===== config.mk =====
export PLATFORM = sky130hd
export DESIGN_NAME = pseq_sequencer
export DESIGN_NICKNAME = d
export VERILOG_FILES = /design/src/logic/pseq_pkg.sv /design/src/logic/pseq_sequencer.sv /design/src/logic/pseq_stack.sv
export SDC_FILE = /design/constraint.sdc
export NUM_CORES = 1
export LEC_CHECK = 0
export BUFFER_PORTS_ARGS = -buffer_cell sky130_fd_sc_hd__buf_2
export CORE_ASPECT_RATIO = 2
export CORE_UTILIZATION = 53
export DETAILED_ROUTE_END_ITERATION = 8
export GPL_ROUTABILITY_DRIVEN = 0
export PLACE_DENSITY = 0.77
export SLEW_MARGIN = 15
export SYNTH_ARGS = -nofsm -noshare
export SYNTH_HDL_FRONTEND = slang
export SYNTH_SLANG_ARGS = --single-unit

===== constraint.sdc =====
create_clock -name clk -period 2.3 [get_ports clk]
set_input_delay 0.46 -clock clk [delete_from_list [all_inputs] [get_ports clk]]
set_output_delay 0.46 -clock clk [all_outputs]
set_load 0.03 [all_outputs]

===== src/logic/pseq_pkg.sv =====
// Purpose: shared constants and types for the program sequencer
// Assumes: one 50 MHz clock that stands for the oscillator input
// Notes:   every offset, width, vector and count used by the design lives here
`default_nettype none

package pseq_pkg;

	// ----------------------------------------------------------------
	// widths
	// ----------------------------------------------------------------
	localparam int PC_W      = 12;          // program counter width
	localparam int INSTR_W   = 13;          // instruction word width
	localparam int PROG_WORDS = 4096;       // program store depth
	localparam int NEAR_W    = 10;          // near target field width
	localparam int FAR_W     = 12;          // far target field width
	localparam int PB_W      = 4;           // page buffer width
	localparam int PAGE_LO   = 2;           // page select field, low bit
	localparam int PAGE_HI   = 3;           // page select field, high bit
	localparam int LOW_W     = 8;           // counter low byte width

	// ----------------------------------------------------------------
	// vectors and reset values
	// ----------------------------------------------------------------
	localparam logic [PC_W-1:0] VEC_RESET = 12'hFFF;
	localparam logic [PC_W-1:0] VEC_HW    = 12'h008;
	localparam logic [PC_W-1:0] VEC_SW    = 12'h002;
	localparam logic [PC_W-1:0] PC_ONE    = 12'h001;
	localparam logic [PB_W-1:0] PB_RESET  = 4'h0;

	// ----------------------------------------------------------------
	// return stack
	// ----------------------------------------------------------------
	localparam int                  STK_DEPTH = 5;
	localparam int                  STK_PTR_W = 3;
	localparam logic [STK_PTR_W-1:0] STK_LAST = 3'h4;
	localparam logic [STK_PTR_W-1:0] STK_ZERO = 3'h0;
	localparam logic [STK_PTR_W-1:0] STK_ONE  = 3'h1;

	// ----------------------------------------------------------------
	// instruction cycle divider
	// ----------------------------------------------------------------
	localparam int              CLK_HZ    = 50_000_000;
	localparam int              DIV_RATIO = 4;             // oscillator clocks per cycle
	localparam int              DIV_W     = 2;
	localparam logic [DIV_W-1:0] DIV_LAST = DIV_W'(DIV_RATIO - 1);
	localparam logic [DIV_W-1:0] DIV_ZERO = 2'h0;
	localparam logic [DIV_W-1:0] DIV_ONE  = 2'h1;

	// ----------------------------------------------------------------
	// sequencer state
	// ----------------------------------------------------------------
	typedef enum logic [1:0] {
		PSEQ_RUN   = 2'b01,   // executing fetched instructions
		PSEQ_FLUSH = 2'b10    // second cycle of a branch, fetched word discarded
	} pseq_state_t;

endpackage

`default_nettype wire


===== src/logic/pseq_sequencer.sv =====
// Purpose: program counter, paging and return-stack sequencer of an 8-bit core
// Assumes: the decoder presents one command per instruction cycle, on the same clock
// Notes:   clk stands for the oscillator input; the instruction cycle is an enable pulse
`default_nettype none

// Behaviour
// - The counter is 12 bits wide and addresses a 4K store of 13-bit instruction words.
// - After any reset the counter is loaded with FFFh and fetching starts there.
// - The block stays in reset for as long as the external reset pin is held low.
// - A taken hardware interrupt sends the counter to 008h.
// - A taken software interrupt sends the counter to 002h.
// - Near jumps and calls carry a 10-bit target that on its own stays within a 1K page.
// - Near branches take their page from buffer bits 3:2, which the program sets beforehand.
// - Every return reloads all 12 counter bits from the stack top, ignoring the buffer.
// - A five-level return stack serves calls and interrupts.
// - Instructions take one instruction cycle, branches take two.
// - The instruction cycle is the oscillator divided by four, shown on the output pin in RC mode.
// - Near branches form bits 11:10 from the buffer and 9:0 from the word, buffer unchanged.
// - Near and far calls push the address of the following instruction.
// - Far branches take 12 bits from the word and copy the page into buffer bits 3:2 only.
// - With no branch the counter steps by one each instruction cycle.
module pseq_sequencer
	import pseq_pkg::*;
(
	// clock and chip reset
	input  wire logic                 clk,
	input  wire logic                 rst_n,
	// external reset pin, asynchronous to clk
	input  wire logic                 external_reset_n,
	// oscillator mode and output pin
	input  wire logic                 rc_mode,
	output logic                      osc_output_pin,
	// program store port
	output logic      [PC_W-1:0]      prog_addr,
	input  wire logic [INSTR_W-1:0]   instr_word,
	// decoded commands
	input  wire logic                 near_jump_instr,
	input  wire logic                 near_call_instr,
	input  wire logic                 far_jump_instr,
	input  wire logic                 far_call_instr,
	input  wire logic                 return_instr,
	input  wire logic                 sw_irq_take,
	input  wire logic                 hw_irq_take,
	// data path writes
	input  wire logic                 page_wr_en,
	input  wire logic [PB_W-1:0]      page_wr_data,
	input  wire logic                 low_wr_en,
	input  wire logic [LOW_W-1:0]     low_wr_data,
	// status toward the core
	output logic                      icycle_en,
	output logic                      exec_valid,
	output logic                      hw_irq_ack,
	output logic                      in_reset,
	output logic      [PB_W-1:0]      page_high_buffer,
	output logic      [LOW_W-1:0]     counter_low_byte
);

	// ----------------------------------------------------------------
	// external reset pin synchroniser
	// ----------------------------------------------------------------
	logic rst_s1;
	logic rst_s2;
	logic rst_s3;
	logic hold;
	logic next_hold;

	// the pin only counts once the second and third stages agree
	always_comb begin
		next_hold = hold;
		if (rst_s2 == rst_s3) begin
			next_hold = ~rst_s2;
		end
	end

	// stages reset low so the core stays held until the pin is seen high
	always_ff @(posedge clk or negedge rst_n) begin
		if (!rst_n) begin
			rst_s1 <= 1'b0;
			rst_s2 <= 1'b0;
			rst_s3 <= 1'b0;
			hold   <= 1'b1;
		end else begin
			rst_s1 <= external_reset_n;
			rst_s2 <= rst_s1;
			rst_s3 <= rst_s2;
			hold   <= next_hold;
		end
	end

	assign in_reset = hold;

	// ----------------------------------------------------------------
	// instruction cycle divider
	// ----------------------------------------------------------------
	logic [DIV_W-1:0] div_cnt;
	logic [DIV_W-1:0] next_div_cnt;
	logic             next_osc_out;

	// four oscillator clocks per instruction cycle; restarts on reset
	always_comb begin
		next_div_cnt = (div_cnt == DIV_LAST) ? DIV_ZERO : div_cnt + DIV_ONE;
		if (hold) begin
			next_div_cnt = DIV_ZERO;
		end
		next_osc_out = rc_mode & next_div_cnt[DIV_W-1];
	end

	always_ff @(posedge clk or negedge rst_n) begin
		if (!rst_n) begin
			div_cnt        <= DIV_ZERO;
			osc_output_pin <= 1'b0;
		end else begin
			div_cnt        <= next_div_cnt;
			osc_output_pin <= next_osc_out;
		end
	end

	// one-clock pulse closing each instruction cycle
	assign icycle_en = (div_cnt == DIV_LAST) & ~hold;

	// ----------------------------------------------------------------
	// return stack
	// ----------------------------------------------------------------
	logic            stk_push;
	logic            stk_pop;
	logic [PC_W-1:0] stk_push_data;
	logic [PC_W-1:0] stk_top;

	pseq_stack u_stack (
		.clk       (clk),
		.rst_n     (rst_n),
		.clear     (hold),
		.push      (stk_push),
		.pop       (stk_pop),
		.push_data (stk_push_data),
		.top_data  (stk_top)
	);

	// ----------------------------------------------------------------
	// program counter, page buffer and branch state
	// ----------------------------------------------------------------
	logic [PC_W-1:0] pc;
	logic [PC_W-1:0] next_pc;
	logic [PB_W-1:0] page_buf;
	logic [PB_W-1:0] next_page_buf;
	pseq_state_t     state;
	pseq_state_t     next_state;
	logic            take;

	// commands count only at the end of a cycle that executes an instruction
	assign take       = icycle_en & (state == PSEQ_RUN);
	assign exec_valid = (state == PSEQ_RUN) & ~hold;
	assign hw_irq_ack = take & hw_irq_take;

	// priority: reset, hardware interrupt, software interrupt, return,
	// far branch, near branch, low-byte write, plain step
	always_comb begin
		next_pc       = pc;
		next_page_buf = page_buf;
		next_state    = state;
		stk_push      = 1'b0;
		stk_pop       = 1'b0;
		stk_push_data = pc;
		if (icycle_en) begin
			unique case (state)
				PSEQ_RUN: begin
					next_pc = pc + PC_ONE;
					if (page_wr_en) begin
						next_page_buf = page_wr_data;
					end
					if (hw_irq_take) begin
						// the word fetched at pc-1 is abandoned, so it is the one resumed
						stk_push      = 1'b1;
						stk_push_data = pc - PC_ONE;
						next_pc       = VEC_HW;
						next_state    = PSEQ_FLUSH;
					end else if (sw_irq_take) begin
						stk_push   = 1'b1;
						next_pc    = VEC_SW;
						next_state = PSEQ_FLUSH;
					end else if (return_instr) begin
						stk_pop    = 1'b1;
						next_pc    = stk_top;
						next_state = PSEQ_FLUSH;
					end else if (far_jump_instr || far_call_instr) begin
						stk_push      = far_call_instr;
						next_pc       = instr_word[FAR_W-1:0];
						next_page_buf[PAGE_HI:PAGE_LO] = instr_word[FAR_W-1:NEAR_W];
						next_state    = PSEQ_FLUSH;
					end else if (near_jump_instr || near_call_instr) begin
						stk_push   = near_call_instr;
						next_pc    = {page_buf[PAGE_HI:PAGE_LO], instr_word[NEAR_W-1:0]};
						next_state = PSEQ_FLUSH;
					end else if (low_wr_en) begin
						// computed jump: upper bits only ever come through the buffer
						next_pc    = {page_buf, low_wr_data};
						next_state = PSEQ_FLUSH;
					end
				end
				PSEQ_FLUSH: begin
					// second cycle of a branch: the target word is fetched, nothing runs
					next_pc    = pc + PC_ONE;
					next_state = PSEQ_RUN;
				end
			endcase
		end
		if (hold) begin
			next_pc       = VEC_RESET;
			next_page_buf = PB_RESET;
			next_state    = PSEQ_RUN;
			stk_push      = 1'b0;
			stk_pop       = 1'b0;
		end
	end

	// 12-bit counter over the 4K x 13 store
	always_ff @(posedge clk or negedge rst_n) begin
		if (!rst_n) begin
			pc       <= VEC_RESET;
			page_buf <= PB_RESET;
			state    <= PSEQ_RUN;
		end else begin
			pc       <= next_pc;
			page_buf <= next_page_buf;
			state    <= next_state;
		end
	end

	// ----------------------------------------------------------------
	// outputs straight from registers
	// ----------------------------------------------------------------
	assign prog_addr        = pc;
	assign counter_low_byte = pc[LOW_W-1:0];
	assign page_high_buffer = page_buf;

endmodule

`default_nettype wire


===== src/logic/pseq_stack.sv =====
// Purpose: five-entry circular return-address stack
// Assumes: push and pop never arrive in the same cycle
// Notes:   overflow wraps over the oldest entry, underflow wraps too; no error is flagged
`default_nettype none

module pseq_stack
	import pseq_pkg::*;
(
	// clock and reset
	input  wire logic                 clk,
	input  wire logic                 rst_n,
	input  wire logic                 clear,
	// requests
	input  wire logic                 push,
	input  wire logic                 pop,
	input  wire logic [PC_W-1:0]      push_data,
	// answer
	output logic      [PC_W-1:0]      top_data
);

	// ----------------------------------------------------------------
	// storage and pointer
	// ----------------------------------------------------------------
	logic [PC_W-1:0]      entry [0:STK_DEPTH-1];
	logic [STK_PTR_W-1:0] wr_ptr;
	logic [STK_PTR_W-1:0] next_wr_ptr;
	logic [STK_PTR_W-1:0] top_ptr;

	// newest entry sits one below the write pointer, wrapping at zero
	always_comb begin
		top_ptr = (wr_ptr == STK_ZERO) ? STK_LAST : wr_ptr - STK_ONE;
		top_data = entry[top_ptr];
	end

	// pointer moves circularly so a sixth push silently replaces the oldest
	always_comb begin
		next_wr_ptr = wr_ptr;
		if (clear) begin
			next_wr_ptr = STK_ZERO;
		end else if (push) begin
			next_wr_ptr = (wr_ptr == STK_LAST) ? STK_ZERO : wr_ptr + STK_ONE;
		end else if (pop) begin
			next_wr_ptr = top_ptr;
		end
	end

	always_ff @(posedge clk or negedge rst_n) begin
		if (!rst_n) begin
			wr_ptr <= STK_ZERO;
		end else begin
			wr_ptr <= next_wr_ptr;
		end
	end

	// one word per level, five levels
	genvar gi;
	generate
		for (gi = 0; gi < STK_DEPTH; gi++) begin : g_entry
			always_ff @(posedge clk or negedge rst_n) begin
				if (!rst_n) begin
					entry[gi] <= '0;
				end else if (push && !clear && wr_ptr == STK_PTR_W'(gi)) begin
					entry[gi] <= push_data;
				end
			end
		end
	endgenerate

endmodule

`default_nettype wire


==> qor.yml <==
run_status:
  outcome: "finished with violations"
  violations: "design-rule violations"
drt:
  drtPass1Iterations: 7
  postRouteAntennaNets: 0
  wl_mm: 15.4
  vias: 4850
  wl_per_cell_um: 20.3
  drtIter0Drc: 485
  via_per_inst: 6.40
  drc: 11
synthesis:
  netlist_area_sq_mm: 0.00508
  synth_cells: 563
  synth-seq-cells: 88
  yosysTopAreaCellShare: 0.364
  yosysTopAreaCell: "dfrtp_1"
  synth_cell_types: 70
  ys_top_cells_by_area: "dfrtp_1 (36%), dfstp_2 (7.2%), nand2_1 (5.6%)"
  synth-edff-count: 0
  synthArstFlopShare: 1.00
  ys_seq_area_frac: 0.437
  syn_avg_cell_area_sq_um: 9.03
  syn-num-nets: 611
  synthFlopType: "dfrtp_1"
  yosys_warnings: 0
sta:
  worst_pin_slew_ns: 0.511
  setup_viol_count_final: 0
  worst_slew_margin_rel: 0.658
  fmax_mhz: 438
  fin_crit_ns: 2.28
  min_period_over_period: 0.992
  hold_viol_final: 0
  fin_skew_ns: 0.0112
  final_max_slew_viol_count: 0
  hold_slack_ns: 0.0519
flow_run:
  max_cap_viol_count: 0
final_layout:
  n_fill_cell: 703
  final_nets: 697
  area_growth_pct: 22.4
  antennaDiodeCount: 0
  drive_above_1_share: 0.294
floorplan:
  fp.dieW_um: 71.2
  die_y_um: 140
  ios: 67
  core_sq_mm: 0.00932
  die-area_sq_mm: 0.0100
  num_rows: 50
  start_util: 0.545
clock_tree:
  postCtsHoldBufs: 0
  cts_buffers: 9
  clockBufferDepth: 2
  cts_tree: "yes"
  cts_num_sinks: 88
  root_buffer: "clkbuf_16"
  clock_latency_ns: 0.34
  clkTransAtPathRegs_ns: 0.07
  h-tree-depth: 3
global_route:
  grt_max_degree: 57
  grt_first_pass_wirelength_mm: 25.0
  grt_usage: 0.329
  grt_pass1_vias: 5015
  antenna_found_initial: 0
  grt-ovfl-total: 0
worst_setup_path:
  crit_start: "u_stack.wr_ptr[0]"
  crit_type: "reg -> reg"
  cp_data_required_time_ns: 2.57
  crit_path_start_kind: "flop"
  cp-end-kind: "flop"
  r2r-start: "u_stack.wr_ptr[0]"
  critPathMaxFanout: 4
  rrSetupSlack_ns: 0.02
  arrival_ns: 2.55
power:
  p_comb_frac: 0.234
  internal-power_w: 0.00290
  p_sw_w: 0.00130
  power_density_mw_per_mm2: 676
  p_sw_frac: 0.310
  clockPowerShare: 0.333
  max-vdd-ir-drop_v: 0.000516
  power.total_w: 0.00420
  pwr-share-seq: 0.432
  leakagePower_nw: 2.84
placed_design:
  dp_hpwl_mm: 11.2
  portBuffers: 65
hold_path:
  min_path_type: "in -> async"
-- critical path: stages (launching register included) --
cell	delay, ns
dfrtp_2	0.36
inv_1	0.06
ha_2	0.21
ha_2	0.21
nor2_4	0.19
buf_12	0.15
mux4_2	0.50
and3_1	0.21
nor3_1	0.23
nor3_1	0.10
-- cells in the final DEF, fill, tap and decap left out, drive strengths merged, types with 14 or more instances in the layout --
cell   instances
inv           16
buf          121
o21ai         61
xnor2         14
nor2          46
dfrtp         74
nand2         76
nor3          17
dfstp         14
nand3         19
a21oi         41
-- per-layer routing --
metal  up-vias  global-route usage  share of wire
met2       236               0.572           0.54
met5         -                   0              0
met4         0               0.244          0.071
li1       2178                   -              -
met1      2354               0.344           0.34
met3        82              0.0568          0.049
-- area by class of cell --
| class | count | area (sq um) | area share |
|---|---|---|---|
| multi-input cells | 415 | 2680 | 0.432 |
| flip-flops and latches | 88 | 2220 | 0.357 |
| repair buffers | 121 | 851 | 0.137 |
| clock buffers | 10 | 239 | 0.0384 |
| well taps | 104 | 130 | 0.0209 |
| inverters | 14 | 52.6 | 0.00845 |
| clock inverters | 6 | 42.5 | 0.00684 |
-- state kept, by name (all words and copies together) (netlist names) --
| name | flops |
|---|---|
| u_stack.wr_ptr | 3 |
| rst_s1 | 1 |
| prog_addr | 12 |
| osc_output_pin | 1 |
| rst_s2 | 1 |
| in_reset | 1 |
| u_stack.entry | 60 |
| state | 2 |
| page_high_buffer | 4 |
| div_cnt | 2 |
| rst_s3 | 1 |
-- worst paths after layout --
path,depth (start not counted),endpoint
worst max register to register,9,prog_addr[6]
worst min-delay path,1,page_high_buffer[2]
worst min register to register,0,rst_s2
max in group asynchronous,2,prog_addr[5]
worst max-delay path,9,prog_addr[6]
min in group clk,1,rst_s1
-- per-stage QoR --
| stage | util | setup slack (ns) | setup TNS [ns] | instance area (sq um) | std cells |
|---|---|---|---|---|---|
| after detailed placement | 0.623 | -0.0340 | -0.0926 | 5810 | 737 |
| final | 0.667 | 0.0186 | 0 | 6220 | 758 |
| after CTS | 0.657 | 0.0106 | 0 | 6120 | 755 |
| after global routing | 0.667 | -0.0880 | -0.0880 | 6220 | 758 |
| after floorplan | - | -0.0178 | -0.0178 | 5090 | 563 |
| after global placement | 0.623 | -0.0361 | -0.0665 | 5810 | 737 |
-- synth_stat cells (5+ instances only) --
cell / n
o21ai_0: 49
and3_1: 6
o21ai_1: 12
xnor2_1: 14
a31oi_1: 5
nand2b_1: 8
or3_1: 5
mux4_2: 8
mux2i_1: 6
buf_2: 11
nor3_1: 16
a21oi_1: 41
clkbuf_1: 23
ha_1: 10
a211oi_1: 6
nor3b_1: 6
dfstp_2: 14
o211ai_1: 7
mux2_2: 6
nor2_1: 45
buf_4: 8
nand3_1: 19
nand2_1: 76
inv_1: 14
dfrtp_1: 74
-- repair_timing --
item | CTS | global route
cloned | 0 | 0
gates resized for setup | 3 | 14
setup buffers | 2 | 3
pin swaps | 3 | 3
setup endpoints to repair | 2 | 21
-- power by group through the flow --
| stage | Clock (W) | Combinational (W) | Sequential, W |
|---|---|---|---|
| 6_report | 0.00140 | 0.000984 | 0.00182 |
| 5_1_grt | 0.00146 | 0.00107 | 0.00183 |
| 4_1_cts | 0.00141 | 0.000951 | 0.00181 |
| 3_5_place_dp | 0 | 0.000933 | 0.00184 |
| 3_3_place_gp | 0 | 0.000901 | 0.00183 |
| 2_1_floorplan | 0 | 0.000573 | 0.00184 |
-- kinds of logic after synthesis --
group | synth area share
xor gates and xnor gates | 0.0293
adders and majority gates | 0.0246
muxes | 0.0606
AOI/OAI and AO/OA | 0.187
DFF | 0.437
and+or+nand+nor | 0.207
buffers and inverters | 0.0547
No activity file was read; power rests on OpenSTA's default activity.
